`config.mk`:
```
export PLATFORM = sky130hd
export DESIGN_NAME = dsp_pin_mode_mux
export DESIGN_NICKNAME = d
export VERILOG_FILES = /design/src/dsp_pin_mode_pkg.sv /design/src/irq_sense_if.sv /design/src/strap_latch.sv /design/src/irq_sense.sv /design/src/dsp_pin_mode_mux.sv
export SDC_FILE = /design/constraint.sdc
export NUM_CORES = 1
export LEC_CHECK = 0
export BUFFER_PORTS_ARGS = -buffer_cell sky130_fd_sc_hd__buf_4
export CORE_AREA = 4 4 130 132
export CTS_CLUSTER_DIAMETER = 60
export DETAILED_ROUTE_END_ITERATION = 10
export DIE_AREA = 0 0 134 136
export PLACE_DENSITY = 0.66
export SETUP_SLACK_MARGIN = 0.05
export SLEW_MARGIN = 10
export SYNTH_ARGS = -nofsm -noshare
export SYNTH_HDL_FRONTEND = slang
export SYNTH_SLANG_ARGS = --single-unit
```
`constraint.sdc`:
```
create_clock -name mclk -period 2.45 [get_ports mclk]
set_clock_uncertainty 0.1 [all_clocks]
set_input_delay 0.245 -clock mclk [delete_from_list [all_inputs] [get_ports mclk]]
set_output_delay 0.245 -clock mclk [all_outputs]
set_load 0.1 [all_outputs]
```
`src/dsp_pin_mode_pkg.sv`:
```
// Constants, pin layout and state types for the pin-mode multiplexer
// How it works
// Shared bus pin function fixed only in reset
// Software switches serial pins to alternate use
// Interrupt and flag stay active together
// Masked-in pin low vectors, whoever drives it
// Mode pins sampled in reset, flags afterwards
// Memory mode from strap; never changes running
// Strap low: 14 address, 24 data pins
// Strap high: 16-pin host bus, A0, D23:8
// Host drives the four host strobes
// Host acknowledge open drain, strap-configured
// Host decodes peripherals from A0 and selects
// Serial port one: two interrupts, flag in/out
// Fixed edge/level sense per shared interrupt; code makes PF7 and both serial interrupts configurable
// Granted bus halts core unless run-while-granted
// Host holds straps steady throughout reset
package dsp_pin_mode_pkg;
   // Pin group widths
   localparam int ADDR_W = 14;
   localparam int DATA_W = 24;
   localparam int HOST_W = 16;
   localparam int FLAG_W = 8;
   localparam int STRAP_W = 4;
   localparam int SEL_W = 5;
   localparam int SP_W = 5;
   localparam int NUM_IRQ = 6;
   // Strap positions within the mode pins
   localparam int STRAP_HOST = 2;
   localparam int STRAP_ACK = 3;
   // Flag pins that double as interrupt inputs
   localparam int PF_EXT_IRQ_CFG_PIN = 7;
   localparam int PF_LEVEL_IRQ_PIN_ONE = 6;
   localparam int PF_LEVEL_IRQ_PIN_ZERO = 5;
   localparam int PF_EDGE_IRQ_PIN = 4;
   // Serial port one pin positions
   localparam int SP_DRX = 1;
   localparam int SP_DTX = 2;
   localparam int SP_RFS = 3;
   localparam int SP_TFS = 4;
   // Interrupt indices
   localparam int IRQ_ZERO = 0;
   localparam int IRQ_ONE = 1;
   localparam int IRQ_EDGE = 2;
   localparam int IRQ_LVL0 = 3;
   localparam int IRQ_LVL1 = 4;
   localparam int IRQ_CFG = 5;
   // Host-mode meaning of the low data pins
   localparam int D_IWR = 7;
   localparam int D_IRD = 6;
   localparam int D_IAL = 5;
   localparam int D_IS = 4;
   localparam int D_HOST_ACK = 3;
   localparam int HOST_UPPER_D = 8;
   // Reset values: everything released, outputs low except the idle selects
   localparam logic [DATA_W-1:0] DATA_RST = 24'h00_0000;
   localparam logic [DATA_W-1:0] DATA_OFF = 24'hFF_FFFF;
   localparam logic [FLAG_W-1:0] FLAG_OFF = 8'hFF;
   localparam logic [SEL_W-1:0] SEL_IDLE = 5'h1F;
   localparam logic [SP_W-1:0] SP_OFF = 5'h1F;
   localparam logic [NUM_IRQ-1:0] IRQ_RST = 6'h00;
   // Memory operating mode, one-hot
   typedef enum logic [1:0] {
      MODE_FULL = 2'b01,
      MODE_HOST = 2'b10
   } mem_mode_t;
   // Bus ownership, one-hot
   typedef enum logic [1:0] {
      BUS_OWN = 2'b01,
      BUS_GRANTED = 2'b10
   } bus_state_t;
endpackage : dsp_pin_mode_pkg

```
`src/irq_sense_if.sv`:
```
// Interface between the pin multiplexer and the interrupt sense unit
`timescale 1ns/1ps
`default_nettype none
interface irq_sense_if;
   import dsp_pin_mode_pkg::*;
   logic [NUM_IRQ-1:0] pin_low;   // Request pin seen asserted
   logic [NUM_IRQ-1:0] edge_mode; // 1 = falling edge, 0 = level
   logic [NUM_IRQ-1:0] mask;      // Interrupt enable per source
   logic [NUM_IRQ-1:0] clear;     // Core acknowledge of an edge latch
   logic [NUM_IRQ-1:0] pend;      // Masked request to the core
   modport mux_side (output pin_low, edge_mode, mask, clear, input pend);
   modport sense_side (input pin_low, edge_mode, mask, clear, output pend);
endinterface : irq_sense_if
`default_nettype wire

```
`src/strap_latch.sv`:
```
// Mode strap capture held fixed from reset release onward
`timescale 1ns/1ps
`default_nettype none
module strap_latch
   import dsp_pin_mode_pkg::*;
(
   // Clock and reset
   input wire logic mclk,
   input wire logic resetn,
   // Mode pins as seen at the package
   input wire logic [STRAP_W-1:0] strap_pins,
   // Captured configuration
   output mem_mode_t mem_mode,
   output logic ack_cfg
);
   // Sampled every edge while reset is low, frozen after
   always_ff @(posedge mclk)
   begin
      if (!resetn)
      begin
         // Strap level picks the memory mode, see
         mem_mode <= strap_pins[STRAP_HOST] ? MODE_HOST : MODE_FULL;
         ack_cfg <= strap_pins[STRAP_ACK];
      end
   end

   // Once running, neither setting may move
   mode_frozen_a: assert property (@(posedge mclk) disable iff (!resetn)
      $past(resetn) |-> $stable(mem_mode) && $stable(ack_cfg))
      else $error("memory mode changed while running");
endmodule : strap_latch
`default_nettype wire

```
`src/irq_sense.sv`:
```
// Edge or level sensing and masking of the shared interrupt pins
`timescale 1ns/1ps
`default_nettype none
module irq_sense
   import dsp_pin_mode_pkg::*;
(
   // Clock and reset
   input wire logic mclk,
   input wire logic resetn,
   // Requests from the multiplexer
   irq_sense_if.sense_side irq
);
   logic [NUM_IRQ-1:0] prev_low; // Pin level one edge ago
   logic [NUM_IRQ-1:0] latched;  // Sticky edge captures

   // One detector per source
   for (genvar i = 0; i < NUM_IRQ; i++)
   begin : g_src
      // Edge latch: a new edge beats a clear in the same cycle
      always_ff @(posedge mclk)
      begin
         if (!resetn)
         begin
            prev_low[i] <= 1'b0;
            latched[i] <= 1'b0;
         end
         else
         begin
            prev_low[i] <= irq.pin_low[i];
            if (irq.pin_low[i] && !prev_low[i])
               latched[i] <= 1'b1;
            else if (irq.clear[i])
               latched[i] <= 1'b0;
         end
      end

      // Masked request; level sources track the pin, see
      always_ff @(posedge mclk)
      begin
         if (!resetn)
            irq.pend[i] <= 1'b0;
         else if (irq.edge_mode[i])
            irq.pend[i] <= irq.mask[i] && (latched[i] ||
                           (irq.pin_low[i] && !prev_low[i]));
         else
            irq.pend[i] <= irq.mask[i] && irq.pin_low[i];
      end

      // An edge latch is set only by a fresh assertion
      edge_fresh_a: assert property (@(posedge mclk) disable iff (!resetn)
         irq.edge_mode[i] && $rose(latched[i]) |->
         $past(irq.pin_low[i]) && !$past(prev_low[i]))
         else $error("edge latch set without a falling edge");
   end
endmodule : irq_sense
`default_nettype wire

```
`src/dsp_pin_mode_mux.sv`:
```
// Reset-strapped pin function multiplexer of the signal processor
`timescale 1ns/1ps
`default_nettype none
module dsp_pin_mode_mux
   import dsp_pin_mode_pkg::*;
(
   // Clock and reset
   input wire logic mclk,
   input wire logic resetn,
   // Flag pins PF7:0; PF3:0 are the mode straps
   input wire logic [FLAG_W-1:0] pf_in,
   output logic [FLAG_W-1:0] pf_out,
   output logic [FLAG_W-1:0] pf_oe_n,
   // Address pins A13:1, also host address/data 12:0
   input wire logic [ADDR_W-2:0] a_hi_in,
   output logic [ADDR_W-2:0] a_hi_out,
   output logic [ADDR_W-2:0] a_hi_oe_n,
   // Lowest address pin, kept in both modes
   output logic low_address_bit,
   output logic low_address_oe_n,
   // Data pins D23:0; D7:0 are host pins in host mode
   input wire logic [DATA_W-1:0] d_in,
   output logic [DATA_W-1:0] d_out,
   output logic [DATA_W-1:0] d_oe_n,
   // Memory selects: combined, program, data, io, byte
   output logic [SEL_W-1:0] mem_select_n,
   output logic mem_select_oe_n,
   // Bus arbitration pins
   input wire logic bus_request_n,
   output logic bus_grant_n,
   output logic bus_grant_hung,
   // Serial port one pins
   input wire logic [SP_W-1:0] sp1_in,
   output logic [SP_W-1:0] sp1_out,
   output logic [SP_W-1:0] sp1_oe_n,
   // Core external memory access
   input wire logic [ADDR_W-1:0] core_addr,
   input wire logic [DATA_W-1:0] core_wdata,
   input wire logic core_data_drive,
   input wire logic [SEL_W-1:0] core_select,
   input wire logic core_ext_pending,
   input wire logic go_mode,
   output logic [DATA_W-1:0] core_rdata,
   output logic core_halt,
   // Internal access port side
   input wire logic [HOST_W-1:0] host_rdata,
   input wire logic host_rdata_drive,
   input wire logic host_ack_ready,
   input wire logic host_ack_done,
   output logic [HOST_W-1:0] host_addr_data_bus,
   output logic host_write_strobe_n,
   output logic host_read_strobe_n,
   output logic host_addr_latch,
   output logic host_select_n,
   // Flags and interrupts from the core
   input wire logic [FLAG_W-1:0] flag_dir,
   input wire logic [FLAG_W-1:0] flag_val,
   input wire logic [NUM_IRQ-1:0] interrupt_mask_reg,
   input wire logic [NUM_IRQ-1:0] irq_clear,
   input wire logic ext_irq_cfg_pin_edge_cfg,
   input wire logic [1:0] irq_sp_edge_cfg,
   output logic [FLAG_W-1:0] flag_seen,
   output logic [NUM_IRQ-1:0] irq_pending,
   // Serial port one engine and its alternate use
   input wire logic serial_port_one_alt_sel,
   input wire logic [SP_W-1:0] serial_core_out,
   input wire logic [SP_W-1:0] serial_core_oe_n,
   input wire logic flag_out,
   output logic [SP_W-1:0] serial_core_in,
   output logic flag_in,
   // Configuration status
   output logic host_mode,
   output logic ack_cfg
);
   mem_mode_t mem_mode;  // Latched memory mode
   bus_state_t bus_st;   // Who owns the external buses
   logic granted;        // Buses handed to another master
   logic ack_assert;     // Acknowledge wanted on the open-drain pin
   logic [ADDR_W-2:0] next_a_out;
   logic [ADDR_W-2:0] next_a_oe_n;
   logic [DATA_W-1:0] next_d_out;
   logic [DATA_W-1:0] next_d_oe_n;
   logic [SP_W-1:0] next_sp_out;
   logic [SP_W-1:0] next_sp_oe_n;
   logic [NUM_IRQ-1:0] own_low; // Own flag driver pulling a pin low

   irq_sense_if irq_bus ();

   // Strap capture; straps must sit still through reset, see
   strap_latch u_strap (
      .mclk(mclk),
      .resetn(resetn),
      .strap_pins(pf_in[STRAP_W-1:0]),
      .mem_mode(mem_mode),
      .ack_cfg(ack_cfg)
   );

   // Interrupt sense and masking
   irq_sense u_irq (
      .mclk(mclk),
      .resetn(resetn),
      .irq(irq_bus)
   );

   assign host_mode = (mem_mode == MODE_HOST);
   assign granted = (bus_st == BUS_GRANTED);
   assign irq_pending = irq_bus.pend;

   // Own flag drive counts as an assertion too, see
   assign own_low[IRQ_CFG] = !pf_oe_n[PF_EXT_IRQ_CFG_PIN] && !pf_out[PF_EXT_IRQ_CFG_PIN];
   assign own_low[IRQ_LVL1] = !pf_oe_n[PF_LEVEL_IRQ_PIN_ONE] && !pf_out[PF_LEVEL_IRQ_PIN_ONE];
   assign own_low[IRQ_LVL0] = !pf_oe_n[PF_LEVEL_IRQ_PIN_ZERO] && !pf_out[PF_LEVEL_IRQ_PIN_ZERO];
   assign own_low[IRQ_EDGE] = !pf_oe_n[PF_EDGE_IRQ_PIN] && !pf_out[PF_EDGE_IRQ_PIN];
   assign own_low[IRQ_ONE] = 1'b0;
   assign own_low[IRQ_ZERO] = 1'b0;

   // Interrupt requests; flag function runs alongside, see
   always_comb
   begin
      irq_bus.pin_low[IRQ_CFG] = !pf_in[PF_EXT_IRQ_CFG_PIN] || own_low[IRQ_CFG];
      irq_bus.pin_low[IRQ_LVL1] = !pf_in[PF_LEVEL_IRQ_PIN_ONE] || own_low[IRQ_LVL1];
      irq_bus.pin_low[IRQ_LVL0] = !pf_in[PF_LEVEL_IRQ_PIN_ZERO] || own_low[IRQ_LVL0];
      irq_bus.pin_low[IRQ_EDGE] = !pf_in[PF_EDGE_IRQ_PIN] || own_low[IRQ_EDGE];
      // Serial pins only interrupt in the alternate use, see
      irq_bus.pin_low[IRQ_ONE] = serial_port_one_alt_sel && !sp1_in[SP_TFS];
      irq_bus.pin_low[IRQ_ZERO] = serial_port_one_alt_sel && !sp1_in[SP_RFS];
   end

   // Fixed sense per pin; three configurable ones, see
   assign irq_bus.edge_mode = {ext_irq_cfg_pin_edge_cfg, 1'b0, 1'b0, 1'b1,
                               irq_sp_edge_cfg};
   assign irq_bus.mask = interrupt_mask_reg;
   assign irq_bus.clear = irq_clear;

   // Bus ownership follows the request pin
   always_ff @(posedge mclk)
   begin
      if (!resetn)
         bus_st <= BUS_OWN;
      else
      begin
         unique case (bus_st)
            BUS_OWN:
               if (!bus_request_n)
                  bus_st <= BUS_GRANTED;
            BUS_GRANTED:
               if (bus_request_n)
                  bus_st <= BUS_OWN;
         endcase
      end
   end

   // Grant outputs; core halts unless run-while-granted, see
   always_ff @(posedge mclk)
   begin
      if (!resetn)
      begin
         bus_grant_n <= 1'b1;
         bus_grant_hung <= 1'b0;
         core_halt <= 1'b0;
      end
      else
      begin
         bus_grant_n <= !granted;
         bus_grant_hung <= granted && go_mode && core_ext_pending;
         core_halt <= granted && !go_mode;
      end
   end

   // Acknowledge source picked by the PF3 strap, see
   assign ack_assert = ack_cfg ? host_ack_done : host_ack_ready;

   // Address and data pin function from the latched mode
   always_comb
   begin
      next_a_out = core_addr[ADDR_W-1:1];
      next_a_oe_n = {(ADDR_W-1){granted}};
      next_d_out = core_wdata;
      next_d_oe_n = {DATA_W{granted || !core_data_drive}};
      unique case (mem_mode)
         MODE_FULL:
         begin
            // Full memory bus, core write data on all of D23:0, see
         end
         MODE_HOST:
         begin
            // Host bus on A13:1 and D2:0; grant does not touch it
            next_a_out = host_rdata[ADDR_W-2:0];
            next_a_oe_n = {(ADDR_W-1){!host_rdata_drive || d_in[D_IS]}};
            next_d_out[2:0] = host_rdata[HOST_W-1:ADDR_W-1];
            next_d_oe_n[2:0] = {3{!host_rdata_drive || d_in[D_IS]}};
            // Strobes are inputs from the host, see
            next_d_out[D_IWR:D_IS] = 4'h0;
            next_d_oe_n[D_IWR:D_IS] = 4'hF;
            // Acknowledge only ever pulls low, see
            next_d_out[D_HOST_ACK] = 1'b0;
            next_d_oe_n[D_HOST_ACK] = !ack_assert;
         end
      endcase
   end

   // External pin registers
   always_ff @(posedge mclk)
   begin
      if (!resetn)
      begin
         a_hi_out <= '0;
         a_hi_oe_n <= '1;
         d_out <= DATA_RST;
         d_oe_n <= DATA_OFF;
         low_address_bit <= 1'b0;
         low_address_oe_n <= 1'b1;
         mem_select_n <= SEL_IDLE;
         mem_select_oe_n <= 1'b1;
      end
      else
      begin
         a_hi_out <= next_a_out;
         a_hi_oe_n <= next_a_oe_n;
         d_out <= next_d_out;
         d_oe_n <= next_d_oe_n;
         // A0 and selects stay for host decoding, see
         low_address_bit <= core_addr[0];
         low_address_oe_n <= granted;
         mem_select_n <= ~core_select;
         mem_select_oe_n <= granted;
      end
   end

   // Read-back paths to the core and the access port
   always_ff @(posedge mclk)
   begin
      if (!resetn)
      begin
         core_rdata <= DATA_RST;
         host_addr_data_bus <= '0;
         host_write_strobe_n <= 1'b1;
         host_read_strobe_n <= 1'b1;
         host_addr_latch <= 1'b0;
         host_select_n <= 1'b1;
      end
      else
      begin
         core_rdata <= d_in;
         // Host strobes idle outside host mode
         host_addr_data_bus <= host_mode ? {d_in[2:0], a_hi_in} : '0;
         host_write_strobe_n <= !host_mode || d_in[D_IWR];
         host_read_strobe_n <= !host_mode || d_in[D_IRD];
         host_addr_latch <= host_mode && d_in[D_IAL];
         host_select_n <= !host_mode || d_in[D_IS];
      end
   end

   // Flags: released through reset so straps can be read, see
   always_ff @(posedge mclk)
   begin
      if (!resetn)
      begin
         pf_out <= '0;
         pf_oe_n <= FLAG_OFF;
         flag_seen <= '0;
      end
      else
      begin
         pf_out <= flag_val;
         pf_oe_n <= ~flag_dir;
         flag_seen <= pf_in;
      end
   end

   // Serial port one pin use, chosen at run time, see
   always_comb
   begin
      next_sp_out = serial_core_out;
      next_sp_oe_n = serial_core_oe_n;
      if (serial_port_one_alt_sel)
      begin
         // Frame pins become interrupt inputs, see
         next_sp_oe_n[SP_RFS] = 1'b1;
         next_sp_oe_n[SP_TFS] = 1'b1;
         next_sp_oe_n[SP_DRX] = 1'b1;
         next_sp_out[SP_DTX] = flag_out;
         next_sp_oe_n[SP_DTX] = 1'b0;
      end
   end

   // Serial pin registers; internal clock still usable in both uses
   always_ff @(posedge mclk)
   begin
      if (!resetn)
      begin
         sp1_out <= '0;
         sp1_oe_n <= SP_OFF;
         serial_core_in <= '0;
         flag_in <= 1'b0;
      end
      else
      begin
         sp1_out <= next_sp_out;
         sp1_oe_n <= next_sp_oe_n;
         serial_core_in <= sp1_in;
         flag_in <= serial_port_one_alt_sel && sp1_in[SP_DRX];
      end
   end

   // Mode taken from the strap seen on the last reset edge
   strap_mode_a: assert property (@(posedge mclk) disable iff (!resetn)
      $past(!resetn) |-> host_mode == $past(pf_in[STRAP_HOST]))
      else $error("memory mode does not match strap");

   // Mode pins released on the first edge after reset
   strap_release_a: assert property (@(posedge mclk) disable iff (!resetn)
      $past(!resetn) |-> pf_oe_n == FLAG_OFF)
      else $error("mode pins driven right after reset");

   // Full mode address follows the core one edge later
   full_addr_a: assert property (@(posedge mclk) disable iff (!resetn)
      !host_mode && !granted |=> a_hi_out == $past(core_addr[ADDR_W-1:1])
      && low_address_bit == $past(core_addr[0]))
      else $error("full mode address pins wrong");

   // Host strobes are never driven by the device
   host_strobe_a: assert property (@(posedge mclk) disable iff (!resetn)
      host_mode && $past(resetn) |-> d_oe_n[D_IWR:D_IS] == 4'hF)
      else $error("host strobe pin driven");

   // Acknowledge pulls low only, from the strapped source
   ack_drain_a: assert property (@(posedge mclk) disable iff (!resetn)
      host_mode && (ack_cfg ? host_ack_done : host_ack_ready) |=>
      !d_oe_n[D_HOST_ACK] && !d_out[D_HOST_ACK])
      else $error("host acknowledge not pulled low");

   // Alternate serial use puts the flag on the transmit pin
   sport_alt_a: assert property (@(posedge mclk) disable iff (!resetn)
      serial_port_one_alt_sel |=> !sp1_oe_n[SP_DTX]
      && sp1_out[SP_DTX] == $past(flag_out))
      else $error("alternate flag output missing");

   // Own flag low on a level pin raises its interrupt
   own_flag_a: assert property (@(posedge mclk) disable iff (!resetn)
      own_low[IRQ_LVL1] && interrupt_mask_reg[IRQ_LVL1]
      |=> irq_pending[IRQ_LVL1])
      else $error("own flag did not raise interrupt");

   // Granted buses: halt and data pins released within two edges
   grant_halt_a: assert property (@(posedge mclk) disable iff (!resetn)
      !bus_request_n && !go_mode && !host_mode ##1 !bus_request_n && !go_mode
      |=> core_halt && d_oe_n == DATA_OFF)
      else $error("core not halted while buses granted");
endmodule : dsp_pin_mode_mux
`default_nettype wire

```
Yosys cells after proc, flatten, opt, wreduce, memory -nomap -nowiden
Index checks and enable logic that the tools add are counted.
Storage, ports and cells
  register bits after elaboration: 169
  input port bits: 161
  output and inout bits: 177
Operators by class
  equal/unequal tests: 5
  mux-type cells: 22
  bitwise operators: 3
  reductions and logical operators: 69
Operators with widths (number)
  13-bit 2-to-1 mux: 2
  1-bit logical AND: 24
  1-bit logical NOT: 24
  1-bit logical OR: 13
  1-bit 2-to-1 mux: 13
  2-bit 2-to-1 mux: 4
  8-bit inverter: 1
  2-bit nonzero test: 4
  5-bit inverter: 1
  2-bit == test (second input constant): 2
  4-bit 2-to-1 mux: 1
  2-bit inequality test (second input constant): 2
  2-bit case mux with 2 select lines: 1
  2-bit AND reduction: 2
  2-bit OR reduction: 2
  3-bit 2-to-1 mux: 1
  2-bit by 1-bit == test with 1-bit output (second input constant): 1
  1-bit inverter: 1

Longest topological paths before layout
  depth in word-level cells: 7
  depth in mapped cells: 5
  depth with buffers taken out: 4

Cells and area by module
A second synthesis with hierarchy kept.
Unflattened totals
  cells, all modules: 453
  area, all modules: 5089.9 um^2
By module, submodules not included
  dsp_pin_mode_mux: times used 1, cells an instance 381, area each 4297.9 um^2, sequential area each 2762.6 um^2
  irq_sense: times used 1, cells an instance 67, area each 694.4 um^2, sequential area each 360.3 um^2
  strap_latch: times used 1, cells an instance 5, area each 97.6 um^2, sequential area each 90.1 um^2

Worst setup path after synthesis
OpenSTA, ideal clock, no wires.
  kind: register -> output
  start point: register d_oe_n[8] (netlist name)
  end point: output port d_oe_n[10]
  data arrival time: 1.608 ns
  required time: 2.105 ns
  path slack: 0.497 ns
  cell stages (with the launch flop): 2
  path buffers: 1
  cell sequence: dfxtp_1 -> buf_4
RTL lines
  to (decl): RTL line dsp_pin_mode_mux.sv:24  | output logic [DATA_W-1:0] d_oe_n,
No word-level cell between the ends.

Worst setup path in the final report
  start point: register u_strap.mem_mode[0]
  end point: register a_hi_out[2]
Between the ends
  cells in the longest elaborated chain, start to end: 2
RTL lines
  from (decl): RTL line strap_latch.sv:13  | output mem_mode_t mem_mode,
  from (signal assigned): RTL line strap_latch.sv:22  | mem_mode <= strap_pins[STRAP_HOST] ? MODE_HOST : MODE_FULL;
  2-bit == test: RTL line dsp_pin_mode_mux.sv:180  | unique case (mem_mode)
  13-bit 2-to-1 mux: RTL line dsp_pin_mode_mux.sv:180
  to (signal assigned): RTL line dsp_pin_mode_mux.sv:218  | a_hi_out <= next_a_out;
  to (decl): RTL line dsp_pin_mode_mux.sv:16  | output logic [ADDR_W-2:0] a_hi_out,
Every way passes these cells.
A chain may end at the register's enable or synchronous reset.

==> impl_metrics.py <==
metrics = {
    "synth": {
        "synth_top_family_by_area": "simple AND/OR/NAND/NOR gates",
        "synth_edf_count": 3,
        "synth.net_count": 591,
        "ys.flop_type": "dfxtp_1",
        "synthAdderAreaFrac_pct": 0,
        "synthSimpleGateAreaFrac_pct": 20.52,
        "yosysTopAreaCellShare_pct": 64.72,
        "syn_inst": 430,
        "synth_top_area_cell": "dfxtp_1",
        "synth_compound_area_share_pct": 3.912,
        "synth.area.mux_share_pct": 0.4258,
        "yosys-top-cells-area": "dfxtp_1 65%, and2_1 9.3%, buf_4 5.7%",
        "synth_common_cells": "152 x dfxtp_1, 70 x and2_1, 55 x nand2_1, 36 x buf_4",
        "yosysMostFrequentCell": "dfxtp_1",
        "synthArstFlopShare_pct": 0,
        "synth-seq-cells": 155,
        "synth_area_per_cell_um2": 10.93,
        "synth.distinct_cells": 32,
        "synth-xor-area-share_pct": 0.1863,
        "ys_seq_area_share_pct": 66.63,
        "syn-cell-area_um2": 4702,
        "yosysWarnings": 0,
    },
    "die": {
        "start_util_pct": 29.93,
        "core.rowCount": 46,
        "die_h_um": 136,
        "core_area_um2": 15710,
        "boundaryPins": 338,
        "die_x_um": 134,
        "dieArea_um2": 18220,
    },
    "drt": {
        "via_per_inst": 4.177,
        "wl_per_cell_um": 15.50,
        "vias": 4649,
        "drc": 0,
        "drt-total-wl_um": 17250,
        "drt_pre_antenna_iters": 4,
        "drt_iter0_drc": 111,
        "final_antenna_net_count": 0,
    },
    "clock_tree": {
        "cts_tree": "built",
        "cts_setup_buffers": 0,
        "cts_max_level": 4,
        "holdBufCountCts": 150,
        "clock_path_buffers": 2,
        "root_buffer": "clkbuf_16",
        "post_cts_resized": 0,
        "cts_sinks": 155,
        "path_clk_slew_ns": 0.06,
        "clk_latency_ns": 0.41,
        "cts_made_buffers": 17,
    },
    "placed_design": {
        "dpl.hpwl_um": 10950,
        "placed_area_um2": 7156,
        "gp_congestion": 0.7276,
        "portBuffers": 335,
    },
    "global_routing": {
        "grt.total_usage_pct": 18.51,
        "antenna_found_initial": 0,
        "grt_overflow_total": 0,
        "grt_pass1_vias": 4911,
        "grt_max_degree": 45,
        "grt_pass1_wl_um": 25900,
    },
    "critical_path": {
        "critPathLaunch": "u_strap.mem_mode[0]",
        "r2r_cells": 6,
        "cp-start-kind": "register",
        "r2r_start": "u_strap.mem_mode[0]",
        "end_kind": "register",
        "critical_path_class": "register to register",
        "endpoint": "a_hi_out[2]",
        "arrival_ns": 2.39,
        "reg2reg_slack_ns": 0.32,
        "crit_fanout": 34,
        "r2r-end": "a_hi_out[2]",
        "worstPathRequired_ns": 2.71,
    },
    "power": {
        "peakVddDrop_mv": 0.4612,
        "p_per_area_nw_per_um2": 823.3,
        "static-leakage-power_nw": 4.507,
    },
    "sta": {
        "worst_pin_slew_ns": 0.6663,
        "max_freq_ghz": 0.4690,
        "hold_viol": 0,
        "fin_crit_ns": 2.132,
        "final.setup.tns_ns": 0,
        "slew_headroom_pct": 55.51,
        "rsz0062_at_grt": "false",
        "slew_violations": 0,
        "fin_crit_sh_pct": 87.03,
        "setup_viol": 0,
    },
    "worst_hold_path": {
        "worstHoldPathType": "input port to register",
    },
    "outcome": {
        "status": "completed",
    },
    "final_layout": {
        "syn_to_final_growth_pct": 97.50,
        "drive_above_1_share_pct": 41.81,
        "design_area_um2": 9286,
        "diodes": 0,
        "nets": 1045,
    },
    "flow_run": {
        "maxCapViolCount": 0,
    },
}
critical path, cell delays in order (launching register included):
cell	delay, ns
edfxtp_1	0.37
nand2b_4	0.26
inv_2	0.10
buf_4	0.37
nand2_1	0.14
a21oi_1	0.16
dlygate4sd3_1	0.56
logic make-up (layout without fill, tap and decap cells):
family                    count (synthesis)  in the layout
buffers and inverters                    62            529
xor gates and xnor gates                  1              1
AOI/OAI and AO/OA                        33             33
muxes                                     2              2
DFF                                     155            155
and+or+nand+nor                         177            177
registers in the layout (all words and copies together), names as in the netlist, 2 cells and up:
register,count
a_hi_out,13
bus_st,2
core_rdata,24
d_oe_n,4
d_out,24
flag_seen,8
host_addr_data_bus,16
mem_select_n,5
pf_oe_n,8
pf_out,8
serial_core_in,5
sp1_oe_n,5
sp1_out,5
u_irq.irq.pend,6
u_irq.latched,4
u_irq.prev_low,4
u_strap.mem_mode,2
stage by stage:
step	cells	setup slack (ns)	hold WS [ns]	total power [mW]	util [%]
6_report	1113	0.3179	0.02067	7.646	59.10
5_1_grt	1113	0.1845	0.01891	7.917	59.10
4_1_cts	1113	0.3741	0.006722	7.706	59.10
3_5_place_dp	931	0.8499	0.3080	4.718	45.54
3_3_place_gp	931	0.8575	0.3059	4.706	45.54
2_1_floorplan	430	0.4972	0.2069	4.250	-
power by group:
group | internal (mW) | leakage [nW] | switching, mW
clock | 1.76 | 0.307 | 1.01
combinational | 0.608 | 2.91 | 1.54
sequential | 2.67 | 1.29 | 0.0585
total | 5.04 | 4.51 | 2.61
layout by cell type (no fill, tap or decap), types with 4 or more instances in the layout:
master           n
nor3b_1          4
and2_1          70
a21oi_1         22
dlygate4sd3_1  150
nand2_1         55
inv_1            6
and3_1          22
o21ai_0          4
dfxtp_1        152
bufinv_16        4
buf_4          339
nand2b_1         4
clkbuf_16       17
nor2_1           8
worst min path at each step:
| stage | start | endpoint | slack (ns) | cells after the start |
|---|---|---|---|---|
| after floorplan | core_select[0] | mem_select_n[0] | 0.21 | 1 |
| after global placement | core_select[1] | mem_select_n[1] | 0.31 | 2 |
| after detailed placement | flag_dir[7] | pf_oe_n[7] | 0.31 | 2 |
| after CTS | core_wdata[0] | d_out[0] | 0.007 | 3 |
| after global routing | serial_port_one_alt_sel | sp1_oe_n[3] | 0.02 | 2 |
| final | core_wdata[0] | d_out[0] | 0.02 | 3 |
final cells by class:
cell class / count / area [um^2]
fillers: 1269 / 6426
repair buffers: 489 / 4046
flip-flops and latches: 155 / 3133
multi-input cells: 213 / 1177
clock buffers: 21 / 460.4
well taps: 216 / 270.3
clock inverters: 11 / 168.9
inverters: 8 / 30.03
layer usage:
layer / share of wire (%) / GRT usage, % / up-vias
met5: 0 / 0 / -
met4: 2.4 / 7.829 / 0
met3: 9.0 / 6.662 / 32
met2: 51 / 33.58 / 234
met1: 38 / 19.36 / 2152
li1: - / - / 2231
No activity file was read; power rests on OpenSTA's default activity.
